## src/rtl/sac_regs.vh

```
`ifndef SAC_REGS_VH
`define SAC_REGS_VH
// Aperture-delay field widths
`define SAC_COARSE_W 8
`define SAC_FINE_W 8
`define SAC_RESULT_W 17
// Result field layout: {invert, coarse, fine}
`define SAC_RES_INV_BIT 16
`define SAC_RES_COARSE_HI 15
`define SAC_RES_COARSE_LO 8
`define SAC_RES_FINE_HI 7
`define SAC_RES_FINE_LO 0
// Coarse search span and settling per step
`define SAC_COARSE_MAX 8'hFF
`define SAC_SETTLE_CYCLES 8'h08
// Longest wait for a reference edge before a step counts as a miss
`define SAC_REF_WAIT_CYCLES 8'hFF
`define SAC_CFG_W 8
`endif

```

## src/rtl/sac_align_cal.v

```verilog
`timescale 1ns/1ps
// Operation
// - Enable rise steps delays until edges align
// - Completion flag raised when search finishes
// - Chosen delay readable as result field
// - Calibrated delay applied until enable is dropped (or reset)
// - After disable, manual delay value is honoured
// - Stored result written manually, applied without search
// - Try both polarities, pick smallest coarse
`include "sac_regs.vh"

module sac_align_cal (
   sys_clk,
   reset_n,
   sysref_in,
   clk_fall_phase_in,
   align_cal_enable,
   align_cal_config,
   manual_clock_invert,
   manual_delay_coarse,
   manual_delay_fine,
   align_cal_complete,
   align_cal_busy,
   align_cal_result,
   aperture_clock_invert,
   aperture_delay_coarse,
   aperture_delay_fine
);
   input wire sys_clk;
   input wire reset_n;
   input wire sysref_in;
   input wire clk_fall_phase_in;
   input wire align_cal_enable;
   input wire [`SAC_CFG_W-1:0] align_cal_config;
   input wire manual_clock_invert;
   input wire [`SAC_COARSE_W-1:0] manual_delay_coarse;
   input wire [`SAC_FINE_W-1:0] manual_delay_fine;
   output reg align_cal_complete;
   output wire align_cal_busy;
   output reg [`SAC_RESULT_W-1:0] align_cal_result;
   output reg aperture_clock_invert;
   output reg [`SAC_COARSE_W-1:0] aperture_delay_coarse;
   output reg [`SAC_FINE_W-1:0] aperture_delay_fine;

   localparam [4:0] ST_IDLE = 5'h01;
   localparam [4:0] ST_SETTLE = 5'h02;
   localparam [4:0] ST_CHECK = 5'h04;
   localparam [4:0] ST_NEXT = 5'h08;
   localparam [4:0] ST_DONE = 5'h10;

   // Two-stage synchronisers for the pins
   reg ref_s1_q, ref_s2_q, ref_s3_q;
   reg ph_s1_q, ph_s2_q;
   // Enable comes from host registers on this clock, so no synchroniser
   reg en_q;
   reg [4:0] state_q;
   reg inv_q;
   reg [`SAC_COARSE_W-1:0] coarse_q;
   reg [7:0] settle_q;
   reg found0_q;
   reg [`SAC_COARSE_W-1:0] best0_q;
   reg cal_valid_q;
   reg [7:0] wait_q;
   reg apply_inv_d;
   reg [`SAC_COARSE_W-1:0] apply_coarse_d;
   reg [`SAC_FINE_W-1:0] apply_fine_d;

   wire ref_rise = ref_s2_q & ~ref_s3_q;
   wire en_rise = align_cal_enable & ~en_q;
   // A match means the falling-edge phase sample sees the reference rise
   wire aligned = ref_rise & ph_s2_q;

   assign align_cal_busy = (state_q != ST_IDLE) && (state_q != ST_DONE);

   always @(posedge sys_clk) begin
      if (!reset_n) begin
         ref_s1_q <= 1'b0;
         ref_s2_q <= 1'b0;
         ref_s3_q <= 1'b0;
         ph_s1_q <= 1'b0;
         ph_s2_q <= 1'b0;
         en_q <= 1'b0;
      end else begin
         ref_s1_q <= sysref_in;
         ref_s2_q <= ref_s1_q;
         ref_s3_q <= ref_s2_q;
         ph_s1_q <= clk_fall_phase_in;
         ph_s2_q <= ph_s1_q;
         en_q <= align_cal_enable;
      end
   end

   always @(posedge sys_clk) begin
      if (!reset_n) begin
         state_q <= ST_IDLE;
         inv_q <= 1'b0;
         coarse_q <= 8'h00;
         settle_q <= 8'h00;
         found0_q <= 1'b0;
         best0_q <= 8'h00;
         cal_valid_q <= 1'b0;
         wait_q <= 8'h00;
         align_cal_complete <= 1'b0;
         align_cal_result <= 17'h00000;
      end else begin
         case (state_q)
            ST_IDLE: begin
               if (en_rise) begin
                  align_cal_complete <= 1'b0;
                  inv_q <= 1'b0;
                  coarse_q <= 8'h00;
                  found0_q <= 1'b0;
                  // Forget any earlier result until this search ends
                  cal_valid_q <= 1'b0;
                  settle_q <= `SAC_SETTLE_CYCLES;
                  state_q <= ST_SETTLE;
               end
            end
            ST_SETTLE: begin
               // Wait for the new delay to settle before judging it
               if (settle_q == 8'h00) begin
                  wait_q <= `SAC_REF_WAIT_CYCLES;
                  state_q <= ST_CHECK;
               end else begin
                  settle_q <= settle_q - 8'h01;
               end
            end
            ST_CHECK: begin
               if (ref_rise) begin
                  state_q <= ST_NEXT;
                  if (aligned) begin
                     if (!inv_q) begin
                        // Normal polarity found; now try inverted
                        found0_q <= 1'b1;
                        best0_q <= coarse_q;
                        inv_q <= 1'b1;
                        coarse_q <= 8'h00;
                        settle_q <= `SAC_SETTLE_CYCLES;
                        state_q <= ST_SETTLE;
                     end else begin
                        // Inverted found at or below best normal: it wins
                        state_q <= ST_DONE;
                        cal_valid_q <= 1'b1;
                        align_cal_complete <= 1'b1;
                        align_cal_result <= {1'b1, coarse_q, 8'h00};
                     end
                  end
               end else if (wait_q == 8'h00) begin
                  // Reference lost: score the step as a miss rather than hang,
                  // so the search still ends and reports completion
                  state_q <= ST_NEXT;
               end else begin
                  wait_q <= wait_q - 8'h01;
               end
            end
            ST_NEXT: begin
               if ((inv_q && found0_q && coarse_q == best0_q) ||
                   coarse_q == `SAC_COARSE_MAX) begin
                  if (!inv_q) begin
                     inv_q <= 1'b1;
                     coarse_q <= 8'h00;
                     settle_q <= `SAC_SETTLE_CYCLES;
                     state_q <= ST_SETTLE;
                  end else begin
                     // Inverted no better: keep normal result if any
                     state_q <= ST_DONE;
                     cal_valid_q <= found0_q;
                     align_cal_complete <= 1'b1;
                     align_cal_result <= {1'b0, found0_q ? best0_q : 8'h00, 8'h00};
                  end
               end else begin
                  coarse_q <= coarse_q + 8'h01;
                  settle_q <= `SAC_SETTLE_CYCLES;
                  state_q <= ST_SETTLE;
               end
            end
            ST_DONE: begin
               // Result stays applied until the host drops enable
               if (!align_cal_enable) begin
                  state_q <= ST_IDLE;
               end
            end
            default: state_q <= ST_IDLE;
         endcase
      end
   end

   // Applied delay: search value while busy, a found (valid) result while enabled after,
   // otherwise the manual fields (also how a stored result is restored).
   always @* begin
      apply_inv_d = manual_clock_invert;
      apply_coarse_d = manual_delay_coarse;
      apply_fine_d = manual_delay_fine;
      if (align_cal_busy) begin
         apply_inv_d = inv_q;
         apply_coarse_d = coarse_q;
         apply_fine_d = 8'h00;
      end else if (state_q == ST_DONE && cal_valid_q) begin
         apply_inv_d = align_cal_result[`SAC_RES_INV_BIT];
         apply_coarse_d = align_cal_result[`SAC_RES_COARSE_HI:`SAC_RES_COARSE_LO];
         apply_fine_d = align_cal_result[`SAC_RES_FINE_HI:`SAC_RES_FINE_LO];
      end
   end

   always @(posedge sys_clk) begin
      if (!reset_n) begin
         aperture_clock_invert <= 1'b0;
         aperture_delay_coarse <= 8'h00;
         aperture_delay_fine <= 8'h00;
      end else begin
         aperture_clock_invert <= apply_inv_d;
         aperture_delay_coarse <= apply_coarse_d;
         aperture_delay_fine <= apply_fine_d;
      end
   end
endmodule

```

## config.mk

```make
export PLATFORM = sky130hd
export DESIGN_NAME = sac_align_cal
export DESIGN_NICKNAME = d
export VERILOG_FILES = /design/src/rtl/sac_align_cal.v
export VERILOG_INCLUDE_DIRS = /design/src /design/src/rtl
export SDC_FILE = /design/constraint.sdc
export NUM_CORES = 1
export LEC_CHECK = 0
export BUFFER_PORTS_ARGS = -buffer_cell sky130_fd_sc_hd__buf_2
export CAP_MARGIN = 0
export CELL_PAD_IN_SITES_DETAIL_PLACEMENT = 1
export CELL_PAD_IN_SITES_GLOBAL_PLACEMENT = 1
export CORE_ASPECT_RATIO = 1.4
export CORE_UTILIZATION = 28
export CTS_CLUSTER_DIAMETER = 120
export DETAILED_ROUTE_END_ITERATION = 10
export PLACE_DENSITY = 0.62
export RECOVER_POWER = 50
export REMOVE_ABC_BUFFERS = 1
export SETUP_SLACK_MARGIN = 0.5
export SYNTH_ARGS = -nofsm -noshare
export SYNTH_HDL_FRONTEND = slang
export SYNTH_SLANG_ARGS = --single-unit
```

## constraint.sdc

```tcl
create_clock -name sys_clk -period 3 [get_ports sys_clk]
set_clock_uncertainty 0.2 [all_clocks]
set_input_delay 0.6 -clock sys_clk [delete_from_list [all_inputs] [get_ports sys_clk]]
set_output_delay 0.6 -clock sys_clk [all_outputs]
set_load 0.005 [all_outputs]
```

==> results of run 1 <==
## worst max-delay path: cells and delay by family (launching register included)
family,cells,cell delay [ns]
buffers and inverters,3,0.34
AO/OA/AOI/OAI,1,0.19
AND/OR/NAND/NOR,1,0.48
flip-flops,1,0.41
## state kept, by name, summed over array words and instances (netlist names), 5 cells and up
signal and count:
aperture_delay_coarse 8, wait_q 8, align_cal_result 9, state_q 5, aperture_delay_fine 8, best0_q 8
settle_q 8, coarse_q 8
## worst paths after layout
| kind | start | end | slack (ns) | cells past startpoint |
|---|---|---|---|---|
| setup / recovery | state_q[2] | align_cal_busy | 0.45 | 5 |
| hold / removal | ph_s1_q | ph_s2_q | 0.24 | 1 |
| setup reg to reg | state_q[2] | aperture_delay_coarse[6] | 0.49 | 6 |
| hold reg to reg | ph_s1_q | ph_s2_q | 0.24 | 1 |
## timing repair
action,in CTS,in global routing
cloned,0,0
resized for setup,4,6
buffers inserted,0,8
hold buffers,0,0
endpoints found under the setup margin,6,23
pin swaps,0,7
## cells in the final DEF, fill, tap and decap left out, drive strengths merged, types with 2 or more instances in the layout
master,n
dfxtp,73
nand2,50
buf,50
nor2,37
clkbuf,31
nand3,30
a21oi,28
a311oi,19
o21ai,16
nor3,16
and2,15
inv,11
mux2i,10
xnor2,9
a31oi,9
conb,8
and3,7
xor2,5
ha,5
or3,5
nand2b,4
nor2b,4
o31ai,4
or4,4
clkinvlp,3
nand4,3
a31o,2
o22ai,2
o32ai,2
a21boi,2
o21a,2
clkinv,2
nor4,2
nor3b,2
nor4b,2
## metrics by stage
stage	std cells	util [%]	setup slack, ns	hold WS (ns)	instance area (sq um)
after floorplan	399	-	0.5188	0.2118	3441
after detailed placement	612	32.00	0.4571	0.2276	3979
after global routing	635	34.57	0.2928	0.2603	4298
after CTS	627	34.31	0.5192	0.2407	4265
final	635	34.57	0.4493	0.2419	4298
after global placement	612	32.00	0.5403	0.2264	3979
## layout make-up
type,count,area share (%)
flip-flops and latches,73,34.09
clock inverters,5,0.7569
inverters,11,0.9607
repair buffers,71,8.617
multi-input cells,315,45.65
clock buffers,10,5.560
well taps,150,4.367
## synth_stat cells (2+ instances only)
cell and number:
buf_4 9, nor3_1 13, nand4_1 2, buf_2 6, inv_1 11, nor2_1 34, xnor2_1 9, a21oi_1 27
o22ai_1 2, a21boi_0 2, nor2b_1 4, o31ai_1 4, a31o_2 2, dfxtp_1 73, nand2_1 48, or3_4 2
clkbuf_1 16, or4_1 4, and3_1 7, xor2_1 5, o21ai_0 14, and2_1 15, or3_1 3, nand2b_1 4
nor3_2 3, nand2_2 2, o32ai_1 2, o21ai_1 2, a31oi_1 8, ha_1 5, mux2i_1 10, nand3_1 29
o21a_1 2, nor2_2 2, a311oi_1 19
## power groups by stage
| stage | registers (mW) | logic [mW] | clock network [mW] |
|---|---|---|---|
| 3_5_place_dp | 1.15 | 0.620 | 0 |
| 4_1_cts | 1.13 | 0.628 | 1.02 |
| 5_1_grt | 1.14 | 0.698 | 1.07 |
| 6_report | 1.13 | 0.621 | 0.992 |
| 2_1_floorplan | 1.15 | 0.388 | 0 |
| 3_3_place_gp | 1.15 | 0.604 | 0 |
## layer usage
metal  track usage (%)  up-vias  routed length, microns
li1                  -     1609                       -
met1             18.16     1601                    4373
met2             30.69       60                    5596
met3             3.188       21                     291
met4             7.997        0                     269
met5                 0        -                       0
## kinds of logic (layout without fill, tap and decap cells)
kind of cell,count (synthesis),after routing,share of synthesized area (%)
buffers and inverters,43,97,5.866
XOR/XNOR,14,14,3.422
AO/OA/AOI/OAI,91,91,17.14
adder cells (fa/ha/maj),5,5,1.746
other,1,8,0.1046
flip-flops,73,73,40.78
multiplexers,10,10,2.793
AND/OR/NAND/NOR,187,187,28.14
==> summary.txt, run 1 <==
Power and ir drop
  – Max VDD drop: 0.0002096 V
  – Power per cell area: 638.6 nW/um^2
  – Clock power share: 36.1%
  – Leakage power: between 1.5 and 2 nW
  – Share of power burned in registers: 41.2%
  – Comb pwr share: 22.6%
  – Pwr Total: 2.745 mW
  – Sw frac: 31.52%
  – Power Internal: 1.880 mW
  – Net Sw Power: 0.8653 mW

Hold path
  – Hold Crit Class: register to register

Detailed routing
  – Antenna-violating nets left: 0
  – DR pass1 iterations: 8
  – Iteration-0 DRC count of the detailed router: 79
  – Via-per-instance ratio: 5.183
  – Vias: 3291
  – Total wire length: 10530 microns
  – Post-DR wirelength/cell: 16.58 microns
  – DR DRC count: 11

STA
  – Final min period: 2.551 ns
  – Unrepaired setup endpoints after global routing: true
  – Final hold vios: 0
  – Relative slew slack: 16.90%
  – Slew Viols, Final: 0
  – Setup_tns: 0 ns
  – Peak Freq: about 390 MHz
  – Endpoints failing setup: 0
  – Worst Max-Slew Pin Slew: 1.246 ns
  – Tcrit/Tclk final: 85.02%

Worst setup path
  – WS Path Type: register to primary output
  – Worst EP required: 2.20 ns
  – Highest-delay cell along the critical path: or3_1
  – Worst Path Arrival: 1.75 ns
  – Setup crit end kind: primary output
  – Critical Path Start Type: register
  – Crit-path max FO: 8
  – CP peak stage delay: 0.48 ns
  – Crit-path cells: or3_1 > a21oi_1 > buf_4 > inv_1 > buf_2

Synth
  – Primary FF master, synth: dfxtp_1
  – Synth warn: 0
  – Netlist cell types: 59
  – Cells after Synth: 424
  – Post-synth ARST share: 0%
  – Post-synth EDFFs: 0
  – Synth top area cells: dfxtp_1 (41%), nand2_1 (5.0%), a311oi_1 (4.6%)
  – Synth Area per Inst: 8.452 sq um
  – Post-synthesis sequential area ratio: about two fifths
  – Yosys top cell by area: dfxtp_1
  – Mapped cell area: 3583 sq um
  – Top cell type's share of synthesized area: 40.78%
  – #FFs+latches synth: 73

Floorplan
  – Top-level port count: 66
  – Die H: around 140 microns
  – Initial core utilization: 28.82%
  – Die Wd: 97.61 microns
  – Row count: 48
  – Core area: between 10000 and 15000 sq um
  – Die footprint: between 10000 and 15000 sq um

Layout
  – Final net count: between 500 and 600
  – Inserted Diodes: 0
  – Synth-to-Final Area Change: 19.94%
  – Layout fillers: between 1500 and 2000
  – Area occupied by multi-input gates: slightly below 2000 sq um
  – Share of layout cells above drive strength 1: 18.76%
  – Register Area: approximately 1500 sq um

GRT
  – Largest net degree at the start of global routing: 29
  – Vias in the first global route: 3426
  – Initial antenna violation count: 0
  – Global-route wire length before repair: 17080 microns
  – Gr usage total: 16.61%
  – GRT overflow: 0

Status
  – Status: finished, violations left
  – Violated checks: DRC

Clock tree
  – H-tree Lvls: 3
  – CTS Buf Count: 9
  – Clock sink count: 73
  – Register clock-pin slew on the reported worst setup and hold paths: 0.06 ns
  – Clk buf depth: 2
  – CTS tree: yes
  – Clk_lat worst skew: 0.34 ns
  – Clk root buf: clkbuf_16

Placement
  – DP Wirelength: 7590 microns
  – Final GP Congestion: 0.8331
  – PortBufs: 49

Run
  – Max Cap Viol: 0
Power figures use the tool's default switching activity.
==> run 2, diff against run 1 <==
--- a/config.mk
+++ b/config.mk
@@ -10,7 +10,6 @@
 export CAP_MARGIN = 0
 export CELL_PAD_IN_SITES_DETAIL_PLACEMENT = 1
 export CELL_PAD_IN_SITES_GLOBAL_PLACEMENT = 1
-export CORE_ASPECT_RATIO = 1.4
 export CORE_UTILIZATION = 28
 export CTS_CLUSTER_DIAMETER = 120
 export DETAILED_ROUTE_END_ITERATION = 10
==> summary.txt, run 2 (synthesis results as in run 1) <==
Placement
  – Inst Count DP: roughly 630
  – PortBufs: 49
  – Area post-placement: between 4000 and 5000 sq um
  – Final GP Congestion: 0.7829
  – DP Wirelength: roughly 7700 microns
  – Dpl ws: around 0.47 ns

STA
  – Peak Freq: about 380 MHz
  – Slew Viols, Final: 0
  – Final worst slack: 0.4014 ns
  – Setup_tns: 0 ns
  – Endpoints failing setup: 0
  – Final hold vios: 0
  – Relative slew slack: 17.96%
  – Final min period: 2.599 ns
  – Worst Max-Slew Pin Slew: 1.231 ns
  – Unrepaired setup endpoints after global routing: true
  – Tcrit/Tclk final: 86.62%
  – Hold_ws: around 0.23 ns

Worst setup path
  – CP Buf/Inv Count: 1
  – Setup crit end kind: register
  – Crit-path max FO: 10
  – WS Path Type: register to register
  – CP peak stage delay: around 0.47 ns
  – Crit-path cells: or3_4 > nor2_1 > clkbuf_1 > nand2_1 > and3_1 > and2_1
  – CP top delay family: simple AND/OR/NAND/NOR gates
  – Critical Path Start Type: register
  – Worst EP required: 3.03 ns
  – Worst Path Arrival: approximately 2.6 ns
  – Highest-delay cell along the critical path: or3_4

Floorplan
  – Die H: 115.1 microns
  – Die footprint: 13250 sq um
  – Die Wd: 115.1 microns
  – Core area: between 10000 and 15000 sq um
  – Top-level port count: 66
  – Row count: 40
  – Initial core utilization: 29.22%

Detailed routing
  – Post-DR wirelength/cell: about 17 microns
  – DR DRC count: 0
  – Total wire length: 10950 microns
  – Via-per-instance ratio: 5.066
  – Vias: between 3000 and 4000
  – DR pass1 iterations: 4
  – Antenna-violating nets left: 0
  – Iteration-0 DRC count of the detailed router: 136

Power and ir drop
  – Max VDD drop: 0.0003587 V
  – Leakage power: 1.756 nW
  – Pwr Total: roughly 3.0 mW
  – Power per cell area: 682.0 nW/um^2

Clock tree
  – CTS Buf Count: 9
  – Clk root buf: clkbuf_16
  – Clk_lat worst skew: 0.34 ns
  – Clk buf depth: 2
  – Register clock-pin slew on the reported worst setup and hold paths: 0.06 ns
  – Clock sink count: 73
  – H-tree Lvls: 3
  – CTS tree: yes

GRT
  – Global-route wire length before repair: roughly 18000 microns
  – Met1 Usage GRT: 20.65%
  – Gr usage total: 17.53%
  – Busiest grt layer: met2
  – Largest net degree at the start of global routing: 29
  – Vias in the first global route: ~3400
  – Initial antenna violation count: 0
  – GR Layer Usage met3: 3.795%
  – Met2 GRT Util: 31.77%
  – GRT overflow: 0

Layout
  – Share of layout cells above drive strength 1: 18.72%
  – Inserted Diodes: 0
  – Number of flip-flops in the largest register: 9
  – Most frequent cells in the layout: dfxtp_1 (70), nand2_1 (48), nor2_1 (34)
  – Most common cell after layout, fill and taps aside: dfxtp_1
  – Fin util: 36.21%
  – Layout fillers: 1469
  – Synth-to-Final Area Change: 23.92%
  – Final Cell Area: 4441 sq um
  – Non-filler cells, final: 654
  – Biggest register: align_cal_result
  – Final net count: 517

Status
  – Status: finished, final reports clean

Run
  – Max Cap Viol: 0

Hold path
  – Hold Crit Class: register to register
==> run 2: changes by cell type in the layout (fill, tap and decap cells not counted), moves of 2 or more <==
cell | previous run | this run
buf_2 | 32 | 27
bufinv_16 | 0 | 3
clkbuf_1 | 21 | 27
clkinvlp_4 | 3 | 0
nor2_2 | 3 | 1
==> run 2: path summary, 6_finish.rpt <==
kind / cells after the start / slack, ns / startpoint / end
min reg2reg: 1 / 0.23 / ref_s1_q / ref_s2_q
min: 1 / 0.23 / ref_s1_q / ref_s2_q
max: 6 / 0.40 / state_q[2] / aperture_delay_fine[7]
max reg2reg: 6 / 0.40 / state_q[2] / aperture_delay_fine[7]
==> run 2: area by class of cell <==
cell class | instances | area, sq um | area share, %
multi-input combinational | 315 | 2006 | 45.17
sequential | 73 | 1465 | 33.00
timing repair buffer | 72 | 375.4 | 8.453
clock buffer | 10 | 239.0 | 5.382
tap | 168 | 210.2 | 4.734
clock inverter | 5 | 103.9 | 2.339
inverter | 11 | 41.29 | 0.9298
==> run 2: where the power goes <==
part	switching [mW]	total, mW	internal, mW
Clock	0.413	1.24	0.830
Sequential	0.0673	1.13	1.07
Combinational	0.402	0.653	0.251
==> run 2: routing by layer <==
layer / vias up / part of all wire [%]
li1: 1610 / -
met1: 1622 / 43
met2: 71 / 51
met3: 10 / 4.4
met4: 0 / 1.0
met5: - / 0
==> run 2: what timing repair did <==
| item | CTS | global route |
|---|---|---|
| endpoints found under the hold margin | 0 | 0 |
| cloned | 1 | 0 |
| pin swaps | 1 | 3 |
| hold buffers | 0 | 0 |
| gates resized for setup | 10 | 8 |
| endpoints found under the setup margin | 16 | 24 |
| buffers inserted | 0 | 7 |
